### src/slpd_pkg.sv
// Package with states, error codes and timing constants of the lamp driver.
`default_nettype none
package slpd_pkg;
    localparam int CLK_HZ = 50_000_000;
    // Pattern time base step in microseconds; one step is one tick.
    localparam int TICK_US = 50_000;
    localparam int TICK_CYCLES = (CLK_HZ / 1_000_000) * TICK_US;
    // Blink: on and off each this many ticks.
    localparam int BLINK_ON_TICKS = 4;
    // Flash: short on time, then long off at the end of a cycle.
    localparam int FLASH_ON_TICKS = 4;
    localparam int FLASH_GAP_TICKS = 4;
    localparam int FLASH_CYCLE_TICKS = 20;
    // Flicker: on and off each one tick.
    localparam int FLICKER_TICKS = 1;
    // Simulation step length in ticks.
    localparam int SIM_STEP_TICKS = 10;

    typedef enum logic [1:0] {
        SLPD_ST_INIT,
        SLPD_ST_PREOP,
        SLPD_ST_SAFEOP,
        SLPD_ST_OP
    } slpd_bus_state_t;

    typedef enum logic [1:0] {
        SLPD_ERR_NONE,
        SLPD_ERR_SETTING,
        SLPD_ERR_DATA,
        SLPD_ERR_WATCHDOG
    } slpd_err_t;

    typedef enum logic [1:0] {
        SLPD_SIM_POWER,
        SLPD_SIM_ALARM,
        SLPD_SIM_BOTH
    } slpd_sim_step_t;
endpackage
`default_nettype wire

### src/slpd_timebase.sv
// Shared time base: tick enable and pattern waveforms for all lamps.
`timescale 1ns/1ps
`default_nettype none
module slpd_timebase #(
    parameter int TICK_CYCLES = slpd_pkg::TICK_CYCLES,
    parameter int BLINK_TICKS = slpd_pkg::BLINK_ON_TICKS,
    parameter int FLASH_TICKS = slpd_pkg::FLASH_ON_TICKS,
    parameter int GAP_TICKS = slpd_pkg::FLASH_GAP_TICKS,
    parameter int CYCLE_TICKS = slpd_pkg::FLASH_CYCLE_TICKS
) (
    input wire logic clk,
    input wire logic reset_n,
    output logic tick,
    output logic blink,
    output logic single_flash,
    output logic double_flash,
    output logic flicker
);
    import slpd_pkg::*;

    localparam int DIV_W = $clog2(TICK_CYCLES + 1);
    localparam int PH_W = 8;

    initial begin
        if (TICK_CYCLES < 1 || BLINK_TICKS < 1 || FLASH_TICKS < 1 ||
            GAP_TICKS < 1 ||
            CYCLE_TICKS <= 2 * (FLASH_TICKS + GAP_TICKS) ||
            CYCLE_TICKS > 255 || 2 * BLINK_TICKS > 256) begin
            $error("slpd_timebase: pattern periods cannot be served");
        end
    end

    logic [DIV_W-1:0] div_q;
    logic [PH_W-1:0] blink_q;
    logic [PH_W-1:0] cyc_q;

    // ========================================================
    // Clock divider giving a one-cycle tick enable.
    always_ff @(posedge clk) begin
        if (!reset_n) begin
            div_q <= '0;
            tick <= 1'b0;
        end else if (div_q == DIV_W'(TICK_CYCLES - 1)) begin
            div_q <= '0;
            tick <= 1'b1;
        end else begin
            div_q <= div_q + 1'b1;
            tick <= 1'b0;
        end
    end

    // ========================================================
    // Phase counters of the patterns, stepped once per tick.
    always_ff @(posedge clk) begin
        if (!reset_n) begin
            blink_q <= '0;
            cyc_q <= '0;
        end else if (tick) begin
            if (blink_q == PH_W'(2 * BLINK_TICKS - 1)) begin
                blink_q <= '0;
            end else begin
                blink_q <= blink_q + 1'b1;
            end
            if (cyc_q == PH_W'(CYCLE_TICKS - 1)) begin
                cyc_q <= '0;
            end else begin
                cyc_q <= cyc_q + 1'b1;
            end
        end
    end

    // ========================================================
    // Waveforms: flashes differ by count of pulses per cycle.
    always_ff @(posedge clk) begin
        if (!reset_n) begin
            blink <= 1'b0;
            single_flash <= 1'b0;
            double_flash <= 1'b0;
            flicker <= 1'b0;
        end else begin
            blink <= blink_q < PH_W'(BLINK_TICKS);
            single_flash <= cyc_q < PH_W'(FLASH_TICKS);
            double_flash <= (cyc_q < PH_W'(FLASH_TICKS)) ||
                ((cyc_q >= PH_W'(FLASH_TICKS + GAP_TICKS)) &&
                 (cyc_q < PH_W'(2 * FLASH_TICKS + GAP_TICKS)));
            if (tick) begin
                flicker <= ~flicker;
            end
        end
    end
endmodule
`default_nettype wire

### src/slpd_top.sv
// Status lamp pattern driver: network lamps and per-axis lamps.
// Behaviour
// - Run lamp is dark in init, blinks in pre-op, single-flashes in safe-op and is lit in op.
// - Fault lamp is dark with no error, blinks on setting error, single-flashes on data error, double-flashes on watchdog timeout.
// - Link lamp is dark without link, lit with link, and flickers with traffic on a link.
// - Each axis power lamp is lit with control power, and its alarm lamp blinks on alarm.
// - Information or remote operation blinks power and alarm lamps together twice per repetition.
// - Simulation lights power, then alarm, then both, repeating while it lasts.
`timescale 1ns/1ps
`default_nettype none
module slpd_top #(
    parameter int AXES = 4,
    parameter int TICK_CYCLES = slpd_pkg::TICK_CYCLES
) (
    input wire logic clk,
    input wire logic reset_n,
    input wire slpd_pkg::slpd_bus_state_t bus_state,
    input wire slpd_pkg::slpd_err_t comm_error,
    input wire logic link_up,
    input wire logic link_traffic,
    input wire logic [AXES-1:0] ctrl_power,
    input wire logic [AXES-1:0] alarm,
    input wire logic [AXES-1:0] info,
    input wire logic [AXES-1:0] remote_op,
    input wire logic [AXES-1:0] simulating,
    output logic run_lamp,
    output logic fault_lamp,
    output logic link_lamp,
    output logic [AXES-1:0] power_lamp,
    output logic [AXES-1:0] alarm_lamp
);
    import slpd_pkg::*;

    initial begin
        if (AXES < 1 || AXES > 16) begin
            $error("slpd_top: AXES out of range");
        end
    end

    logic tick;
    logic blink;
    logic single_flash;
    logic double_flash;
    logic flicker;
    logic [7:0] sim_cnt_q;
    slpd_sim_step_t sim_step_q;

    slpd_timebase #(
        .TICK_CYCLES(TICK_CYCLES)
    ) u_timebase (
        .clk(clk),
        .reset_n(reset_n),
        .tick(tick),
        .blink(blink),
        .single_flash(single_flash),
        .double_flash(double_flash),
        .flicker(flicker)
    );

    // ========================================================
    // Network lamps.
    always_ff @(posedge clk) begin
        if (!reset_n) begin
            run_lamp <= 1'b0;
        end else begin
            case (bus_state)
                SLPD_ST_INIT: run_lamp <= 1'b0;
                SLPD_ST_PREOP: run_lamp <= blink;
                SLPD_ST_SAFEOP: run_lamp <= single_flash;
                SLPD_ST_OP: run_lamp <= 1'b1;
                default: run_lamp <= 1'b0;
            endcase
        end
    end

    always_ff @(posedge clk) begin
        if (!reset_n) begin
            fault_lamp <= 1'b0;
        end else begin
            case (comm_error)
                SLPD_ERR_NONE: fault_lamp <= 1'b0;
                SLPD_ERR_SETTING: fault_lamp <= blink;
                SLPD_ERR_DATA: fault_lamp <= single_flash;
                SLPD_ERR_WATCHDOG: fault_lamp <= double_flash;
                default: fault_lamp <= 1'b0;
            endcase
        end
    end

    always_ff @(posedge clk) begin
        if (!reset_n) begin
            link_lamp <= 1'b0;
        end else if (!link_up) begin
            link_lamp <= 1'b0;
        end else if (link_traffic) begin
            link_lamp <= flicker;
        end else begin
            link_lamp <= 1'b1;
        end
    end

    // ========================================================
    // Simulation step sequencer, shared by all axes.
    always_ff @(posedge clk) begin
        if (!reset_n || simulating == '0) begin
            sim_cnt_q <= '0;
            sim_step_q <= SLPD_SIM_POWER;
        end else if (tick) begin
            if (sim_cnt_q == 8'(SIM_STEP_TICKS - 1)) begin
                sim_cnt_q <= '0;
                case (sim_step_q)
                    SLPD_SIM_POWER: sim_step_q <= SLPD_SIM_ALARM;
                    SLPD_SIM_ALARM: sim_step_q <= SLPD_SIM_BOTH;
                    default: sim_step_q <= SLPD_SIM_POWER;
                endcase
            end else begin
                sim_cnt_q <= sim_cnt_q + 1'b1;
            end
        end
    end

    // ========================================================
    // Per-axis lamps; simulation outranks info, which outranks alarm.
    for (genvar i = 0; i < AXES; i++) begin : g_axis
        always_ff @(posedge clk) begin
            if (!reset_n) begin
                power_lamp[i] <= 1'b0;
                alarm_lamp[i] <= 1'b0;
            end else if (simulating[i]) begin
                power_lamp[i] <= sim_step_q != SLPD_SIM_ALARM;
                alarm_lamp[i] <= sim_step_q != SLPD_SIM_POWER;
            end else if (info[i] || remote_op[i]) begin
                power_lamp[i] <= double_flash;
                alarm_lamp[i] <= double_flash;
            end else begin
                power_lamp[i] <= ctrl_power[i];
                alarm_lamp[i] <= alarm[i] && blink;
            end
        end
    end
endmodule
`default_nettype wire

### config.mk
export PLATFORM = sky130hd
export DESIGN_NAME = slpd_top
export DESIGN_NICKNAME = d
export VERILOG_FILES = /design/src/slpd_pkg.sv /design/src/slpd_timebase.sv /design/src/slpd_top.sv
export SDC_FILE = /design/constraint.sdc
export NUM_CORES = 1
export LEC_CHECK = 0
export BUFFER_PORTS_ARGS = -buffer_cell sky130_fd_sc_hd__clkbuf_2
export CAP_MARGIN = 20
export CELL_PAD_IN_SITES_DETAIL_PLACEMENT = 0
export CELL_PAD_IN_SITES_GLOBAL_PLACEMENT = 1
export CORE_MARGIN = 1
export CORE_UTILIZATION = 48
export CTS_BUF_LIST = sky130_fd_sc_hd__clkbuf_2 sky130_fd_sc_hd__clkbuf_4 sky130_fd_sc_hd__clkbuf_8
export CTS_CLUSTER_DIAMETER = 80
export DETAILED_ROUTE_END_ITERATION = 10
export GPL_TIMING_DRIVEN = 0
export HOLD_SLACK_MARGIN = 0.02
export PLACE_DENSITY = 0.94
export SYNTH_ARGS = -nofsm -noshare
export SYNTH_HDL_FRONTEND = slang
export SYNTH_SLANG_ARGS = --single-unit
### constraint.sdc
create_clock -name clk -period 3.05 [get_ports clk]
set_input_delay 0.4575 -clock clk [delete_from_list [all_inputs] [get_ports clk]]
set_output_delay 0.4575 -clock clk [all_outputs]
set_load 0.1 [all_outputs]
Yosys cells after proc, flatten, opt, wreduce, memory -nomap -nowiden
Cells that the tools add are included.

Register bits: 64. Bits of input ports: 28. Word-level logic and storage cells: 87. Output and inout port bits: 11.

Reduce and logical (&&, ||, !) cells: 20. Bitwise operators: 2. Muxes and demuxes: 24. Add/sub/neg operators: 4. Order comparisons: 4. Equal/unequal tests: 12.

Operators by type and width (number): $add A8 B1 Y8 const B (3); $mux W8 (3); $add A22 B1 Y22 const B (1); $eq A22 B22 Y1 const B (1); $mux W1 (18); $lt A8 B3 Y1 const B (2); $eq A2 B2 Y1 const B (4); $eq A8 B3 Y1 const B (1); $eq A8 B4 Y1 const B (1); $eq A8 B5 Y1 const B (1); $ge A8 B4 Y1 const B (1); $lt A8 B4 Y1 const B (1); $pmux W1 S4 (2); $eq A2 B1 Y1 const B (3); $logic_not A2 Y1 (3); $logic_or A1 B1 Y1 (6); $logic_and A1 B1 Y1 (5); $logic_not A4 Y1 (1); $pmux W2 S2 (1); $reduce_and A2 Y1 (2); $ne A2 B1 Y1 const B (1); $not A1 Y1 (2); $reduce_bool A2 Y1 (1); $reduce_or A2 Y1 (1); $logic_not A1 Y1 (1).

Longest topological paths before layout
Gate-level depths: netlist of run 1.

Depth after elaboration: 3. Depth in mapped cells: 7. Gate-level depth less buffers: 6.

Hierarchy
Synthesis of run 1 repeated with hierarchy kept, for this count alone.

Cells, all modules: 316. Area, all modules: 2860.2 um^2.

By module, submodules not included: slpd_timebase (instances 1, area an instance 1893.1 um^2, sequential area each 860.8 um^2, cells each 211); slpd_top (instances 1, area an instance 967.2 um^2, sequential area each 420.4 um^2, cells each 105).

Worst setup path before layout of run 1
Ideal clock, no wire load.

Kind: reg-to-reg. Start: reg u_timebase.div_q[0]. End: reg u_timebase.div_q[20]. Data arrival time: 1.747 ns. Cell stages (with the launch flop): 7. Clock period less this slack: 1.818 ns. Path slack: 1.232 ns. Setup time: 0.071 ns. Data required time: 2.979 ns. Buffers on the path: 1. Cell sequence: dfxtp_1 -> ha_1 -> nand4_1 -> or4_1 -> buf_2 -> or3_1 -> a21oi_1.

Cells in the longest elaborated chain, start to end: 2. Elaborated cells on any way between the ends: 3. Classes of those cells: 1 x add/sub; 1 x eq/ne; 1 x reduce/logical.

Ends and longest elaborated chain: start: declaration (RTL line slpd_timebase.sv:33) `logic [DIV_W-1:0] div_q;`; start signal: assignment (RTL line slpd_timebase.sv:47) `div_q <= div_q + 1'b1;`; parallel branches: the longest is 2 deep, another holds $add A22 B1 Y22.

Several ways; the timed one is not identified. A chain may end at the register's enable or synchronous reset.

Worst setup path in the final report of run 1
Start: reg u_timebase.div_q[0]. End: reg u_timebase.div_q[13].

Same word-level chain as after synthesis.

==> summary.md, run 1 <==
| Metric | Value |
|---|---|
| Number of port buffers | 38 |
| # IOs | 39 |
| Status | completed |
| CTS Root Cell | clkbuf_8 |
| WL met2 | 2.67 mm |
| Final Instance Area | 3310 µm² |
| Class of the worst hold path | input port to flip-flop |
| Critical Path Sink Type | flip-flop |
| Post-Synth XOR/XNOR Area | a little over a tenth |
| EDFF count, synth | 0 |
| Starting Density | between 50% and 60% |
| Mux share of post-synthesis cell area | between 1 and 1.5% |
| Die Wd | 78.0 µm |
| Detailed placer's ending HPWL | 4.08 mm |
| TritonRoute pass-1 iters | 4 |
| Core Rows | 27 |
| Tot Pwr | 1.92 mW |
| Largest net degree at the start of global routing | 13 |
| #FFs+latches synth | 64 |
| Total clock sinks | 64 |
| Distinct cell type count of the synthesized netlist | 35 |
| Ratio of cells with drive above 1 in the final layout | 17.5% |
| H-Tree Depth | 3 |
| Prevailing post-synth register cell | dfxtp_1 |
| Hold Vio Cnt, Final | 0 |
| Vias in the first global route | around 2.3k |
| Pins over their slew limit | 0 |
| DR DRC count | 0 |
| Total leakage power | 1.22 nW |
| Placeable Area | 5540 µm² |
| Synth Net Count | 351 |
| Number of nets in the final layout | 400 |
| CTS tree | yes |
| Met3 WL | 250 µm |
| Clk_lat worst skew | 340 ps |
| Mapped Cells | approximately 320 |
| Complex-gate fraction of the synthesized area | 11.6% |
| Max layer used | met4 |
| Post-route minimum period | 2110 ps |
| M1 WL | 2.74 mm |
| Largest family of logic cells by synthesized area | simple AND/OR/NAND/NOR gates |
| Arrival time at the worst endpoint | 2330 ps |
| Antenna violations before repair | 0 |
| Yosys top cell area share | 46.2% |
| Post-cts repair resize count | 0 |
| Setup bufs post-CTS | 0 |
| Clock Path Buffers | 2 |
| Area grow syn2layout | 19.2% |
| Ys Warns | 0 |
| Vias per cell | between 5 and 6 |
| Synthesized-area fraction occupied by adder cells | 2.71% |
| Ranking of synthesized cells by area | dfxtp_1 46%, nor2_1 7.6%, xnor2_1 6.6% |
| Post-route ant nets | 0 |
| Slew at the pin with the worst max-slew slack | 698 ps |
| Setup tns final | 0 ps |
| Synth cell count leaders | 64 x dfxtp_1, 56 x nor2_1, 21 x xnor2_1, 20 x nand2_1, 18 x o21ai_0 |
| Pwr dens | roughly 580 nW/µm² |
| GRT overflow | 0 |
| Synth Cell Area | 2770 µm² |
| Critical Path Source Type | flip-flop |
| Final period utilization | 69.2% |
| WL final | 5.78 mm |
| Top-count cell post-synth | dfxtp_1 |
| Final setup fails | 0 |
| Crit Path Category | flip-flop to flip-flop |
| Clk_skew | 9.06 ps |
| Synth Area in Simple Gates | between 20 and 30% |
| GRT Overall Usage | around a fifth |
| Max Fclk | 474 MHz |
| Fillcell total | 517 |
| Cts bufs inserted | 9 |
| Fraction of registers with async set/reset | 0% |
| Die Span Y | 78.0 µm |
| Hold_buf cts | 0 |
| RSZ-0062 raised after global routing | no |
| Clock input transition at the sequential cells of the worst setup and hold paths | 70 ps |
| Synth area leader | dfxtp_1 |
| Post-synthesis sequential area ratio | 46.2% |
| Slew HR | 53.0% |
| First-pass GRT wire length | 9.67 mm |
| Synthesized area per cell | ~8.8 µm² |
| Area of the die | 6090 µm² |
| Antenna Cells | 0 |
| Drt initial violations | 80 |
| Largest fanout on the critical path | 10 |
| Wire length per cell | ~13 µm |
| Max-cap viol count | 0 |
| Routability cong. | 0.828 |
| Total number of vias | 2377 |
| Placed instance area | 3050 µm² |
| Maximum VDD drop | 0.297 mV |
| Worst EP required | 3270 ps |
==> sequential cells by signal (all words and copies together) (netlist names) <==
name	count
fault_lamp	1
link_lamp	1
run_lamp	1
sim_cnt_q	8
u_timebase.blink_q	8
u_timebase.div_q	22
u_timebase.flicker	1
sim_step_q	2
u_timebase.single_flash	1
u_timebase.cyc_q	8
alarm_lamp	4
u_timebase.tick	1
u_timebase.blink	1
u_timebase.double_flash	1
power_lamp	4
==> layout by cell type (no fill, tap or decap), drive strengths merged <==
| master | n |
|---|---|
| a211oi | 5 |
| a21bo | 4 |
| a21oi | 14 |
| a221oi | 4 |
| a31oi | 4 |
| and3 | 2 |
| and4 | 1 |
| and4bb | 1 |
| buf | 3 |
| bufinv | 3 |
| clkbuf | 54 |
| clkinv | 1 |
| clkinvlp | 1 |
| dfxtp | 64 |
| ha | 6 |
| inv | 12 |
| mux2 | 1 |
| mux2i | 2 |
| nand2 | 20 |
| nand3 | 14 |
| nand4 | 13 |
| nand4b | 1 |
| nor2 | 56 |
| nor2b | 1 |
| nor3 | 9 |
| nor4 | 4 |
| nor4b | 2 |
| nor4bb | 1 |
| o21ai | 18 |
| o41ai | 2 |
| or2 | 1 |
| or3 | 10 |
| or4 | 4 |
| xnor2 | 21 |
| xor2 | 12 |
==> layer usage <==
layer | up-vias | GRT usage (%)
li1 | 1216 | -
met1 | 1092 | 24.7
met2 | 57 | 34.2
met3 | 12 | 3.49
met4 | 0 | 11.7
met5 | - | 0
==> report_power, final <==
part           internal, mW  leakage [nW]  switching, mW
clock                 0.569         0.123          0.339
combinational        0.0379         0.581          0.109
sequential            0.850         0.520         0.0102
==> layout make-up <==
class	instances	area (µm²)	area share, %
sequential	64	1280	38.7
buffer	9	36.3	1.10
tap	72	90.1	2.72
clock buffer	10	138	4.16
multi-input combinational	233	1420	42.8
timing repair buffer	38	190	5.75
clock inverter	6	115	3.48
inverter	11	41.3	1.25
==> cells by family (layout without fill, tap and decap cells) <==
family                   after synthesis  in the layout
multiplexers                           3              3
buffers and inverters                 20             74
AO/OA/AOI/OAI                         51             51
flip-flops                            64             64
AND/OR/NAND/NOR                      140            140
adder cells (fa/ha/maj)                6              6
XOR/XNOR                              33             33
==> per-stage QoR <==
| stage | std cells | hold slack (ps) | setup slack [ps] | util (%) |
|---|---|---|---|---|
| floorplan | 317 | 434 | 1230 | - |
| global placement | 427 | 447 | 950 | 55.1 |
| detailed placement | 427 | 469 | 935 | 55.1 |
| CTS | 443 | 290 | 918 | 59.7 |
| global route | 443 | 291 | 784 | 59.7 |
| finish | 443 | 299 | 941 | 59.7 |
==> final timing paths <==
| check | start | end | slack (ps) | cells after the start |
|---|---|---|---|---|
| setup / recovery | u_timebase.div_q[0] | u_timebase.div_q[13] | 940 | 6 |
| hold / removal | link_traffic | link_lamp | 300 | 2 |
| setup reg to reg | u_timebase.div_q[0] | u_timebase.div_q[13] | 940 | 6 |
| hold reg to reg | u_timebase.flicker | link_lamp | 480 | 2 |
==> critical path, cell delays in order, from the launching register on <==
cell	delay, ps
dfxtp_1	440
ha_1	280
nor4bb_1	290
nand3_1	130
o21ai_0	350
clkbuf_1	400
nor2_1	100
Note: power is estimated with default switching activity, not from simulation.
==> inputs of run 2 (changes only) <==
--- a/config.mk
+++ b/config.mk
@@ -10,13 +10,13 @@
 export CELL_PAD_IN_SITES_DETAIL_PLACEMENT = 0
 export CELL_PAD_IN_SITES_GLOBAL_PLACEMENT = 1
 export CORE_MARGIN = 1
-export CORE_UTILIZATION = 48
+export CORE_UTILIZATION = 40
 export CTS_BUF_LIST = sky130_fd_sc_hd__clkbuf_2 sky130_fd_sc_hd__clkbuf_4 sky130_fd_sc_hd__clkbuf_8
 export CTS_CLUSTER_DIAMETER = 80
 export DETAILED_ROUTE_END_ITERATION = 10
 export GPL_TIMING_DRIVEN = 0
 export HOLD_SLACK_MARGIN = 0.02
-export PLACE_DENSITY = 0.94
+export PLACE_DENSITY = 0.84
 export SYNTH_ARGS = -nofsm -noshare
 export SYNTH_HDL_FRONTEND = slang
 export SYNTH_SLANG_ARGS = --single-unit
==> constraint.sdc (replaced) <==
create_clock -name clk -period 1.82 [get_ports clk]
set_input_delay 0.273 -clock clk [delete_from_list [all_inputs] [get_ports clk]]
set_output_delay 0.273 -clock clk [all_outputs]
set_load 0.1 [all_outputs]
==> run 2 against run 1 <==
Combinational power grew 76%. Critical path depth unchanged. Hold slack worse by 180 ps. Register-to-register slack worse by 880 ps. Cell count rose by 1.6%. Total power rose by 74%. Global-route usage is 3.0 points lower. Clock power increased by 80%. Count of clock-buffer cells in the layout fell by 1. Largest cell class unchanged.
==> summary.md, run 2 (synthesis results as in run 1) <==
| Metric | Value |
|---|---|
| CTS Root Cell | clkbuf_8 |
| GRT overflow | 0 (unchanged) |
| Drt initial violations | 49 (-39%) |
| Fillcell total | 622 (+20%) |
| Clk_skew | 8.81 ps (-0.248 ps) |
| GRT Overall Usage | 17.4% (-3.0 points) |
| Status | completed |
| RSZ-0062 raised after global routing | yes |
| Placeable Area | 6530 µm² (+18%) |
| Slew at the pin with the worst max-slew slack | 562 ps (-136 ps) |
| Final setup fails | 0 (unchanged) |
| Area grow syn2layout | 23.5% |
| Critical Path, Cell by Cell | ha_4 -> nand4_1 -> or4_4 -> buf_6 -> or3_1 -> a21oi_1 |
| Hold_buf cts | 0 (unchanged) |
| Vias in the first global route | 2213 (-1.7%) |
| Most frequent cells in the layout | 56 x nor2_1, 54 x dfxtp_1, 39 x clkbuf_2 |
| Area of the die | 7270 µm² (+19%) |
| Class of the worst hold path | input port to flip-flop |
| Total leakage power | 1.27 nW (+3.3%) |
| Critical Path Sink Type | flip-flop |
| Die Wd | 85.3 µm (+9.3%) |
| Total clock sinks | 64 (unchanged) |
| Top reg by flops | u_timebase.div_q |
| Largest net degree at the start of global routing | 13 (unchanged) |
| DR DRC count | 0 (unchanged) |
| Max incr delay on CP | 440 ps (about the same) |
| Detailed placer's ending HPWL | 4.00 mm (-2.0%) |
| Max FFs per register | 22 (unchanged) |
| Crit Path Category | flip-flop to flip-flop |
| CTS tree | yes |
| First-pass GRT wire length | 9.89 mm (+2.2%) |
| WL final | 5.74 mm (-0.64%) |
| Post-route minimum period | 1760 ps (-351 ps) |
| Core Rows | 29 (+7.4%) |
| Antenna Cells | 0 (unchanged) |
| Max-cap viol count | 0 (unchanged) |
| Cts bufs inserted | 9 (unchanged) |
| Commonest non-fill, non-tap cell in the layout | nor2_1 |
| Final period utilization | 96.6% (+27 points) |
| Largest fanout on the critical path | 7 (-3) |
| Setup tns final | 0 ps (unchanged) |
| Ratio of cells with drive above 1 in the final layout | 23.1% (+5.5 points) |
| Post-route ant nets | 0 (unchanged) |
| Wire length per cell | 12.8 µm (-2.2%) |
| Max Fclk | 569 MHz (+20%) |
| Number of port buffers | 38 (unchanged) |
| Pwr dens | 971 nW/µm² (+68%) |
| Hold Worst Slack | 121 ps (-178 ps) |
| Slew HR | 62.1% (+9.2 points) |
| Antenna violations before repair | 0 (unchanged) |
| Clock input transition at the sequential cells of the worst setup and hold paths | 80 ps (about the same) |
| Number of nets in the final layout | 402 (+0.50%) |
| Total number of vias | 2326 (-2.1%) |
| Arrival time at the worst endpoint | 2030 ps (-300 ps) |
| Fin worst setup slack | 61.3 ps (-879 ps) |
| H-Tree Depth | 3 (unchanged) |
| TritonRoute pass-1 iters | 4 (unchanged) |
| Hold Vio Cnt, Final | 0 (unchanged) |
| Worst path bufs/invs | 1 (unchanged) |
| Critical Path Slowest Stage Cell | or4_4 |
| Vias per cell | 5.17 (-3.7%) |
| Critical Path Source Type | flip-flop |
| Worst EP required | 2090 ps (-1180 ps) |
| Die Span Y | 85.3 µm (+9.3%) |
| Pins over their slew limit | 0 (unchanged) |
| Pre-CTS WS | -294 ps (-1230 ps) |
| Clk_lat worst skew | 340 ps (about the same) |
| Critical path's top delay family | simple AND/OR/NAND/NOR gates |
| Clock Path Buffers | 2 (unchanged) |
| Starting Density | 42.5% (-7.6 points) |
| Routability cong. | 0.764 (-7.7%) |
| # IOs | 39 (unchanged) |
| Maximum VDD drop | 0.712 mV (+140%) |
[run 2: changes by cell type in the layout (fill, tap and decap cells not counted), sizes merged]
| cell | before | now |
|---|---|---|
| clkinvlp | 1 | 2 |
| buf | 3 | 5 |
| clkbuf | 54 | 53 |
| inv | 12 | 11 |
| bufinv | 3 | 4 |
[run 2: per-layer routing]
metal	GRT usage, %	routed length (µm)	up-vias
met4	6.36	70	0
met3	5.93	267	6
met1	21.6	2750	1060
met5	0	0	-
li1	-	-	1211
met2	28.1	2650	49
[run 2: what timing repair did]
action / CTS / global route
pin swaps: 1 / 1
endpoints found under the setup margin: 29 / 33
buffers inserted: 1 / 2
gates resized for setup: 12 / 20
[run 2: final timing paths]
path / from / end / slack, ps / cells past startpoint
setup / recovery: u_timebase.div_q[0] / u_timebase.div_q[18] / 60 / 6
hold / removal: link_traffic / link_lamp / 120 / 2
setup reg to reg: u_timebase.div_q[0] / u_timebase.div_q[18] / 60 / 6
hold reg to reg: u_timebase.div_q[0] / u_timebase.div_q[0] / 460 / 1
[run 2: per-stage QoR]
stage	cells	util [%]	power (mW)	instance area [µm²]
after floorplan	317	-	1.65	2770
after CTS	449	51.7	3.36	3380
after global placement	432	46.9	1.72	3060
after global routing	450	52.5	3.45	3430
final	450	52.5	3.33	3430
after detailed placement	432	46.9	1.72	3060
[run 2: worst register-to-register path, delay by kind of cell, from the launching register on]
kind	cells	cell delay, ps
AOI/OAI and AO/OA	1	140
adders and majority gates	1	160
buffers and inverters	1	150
DFF	1	380
and+or+nand+nor	3	860
[run 2: area by class of cell]
class	instances	area, µm²	area share [%]
Sequential cell	64	1300	38.0
Multi-Input combinational cell	233	1460	42.5
Clock buffer	9	124	3.61
Inverter	11	41.3	1.20
Buffer	8	50.0	1.46
Clock inverter	7	144	4.20
Timing Repair Buffer	41	213	6.21
Tap cell	77	96.3	2.81
[run 2: power by group]
part	switching (mW)	total [mW]	internal, mW	leakage [nW]
combinational	0.186	0.259	0.0728	0.614
clock	0.578	1.63	1.05	0.126
sequential	0.0176	1.44	1.42	0.526
total	0.781	3.33	2.54	1.27
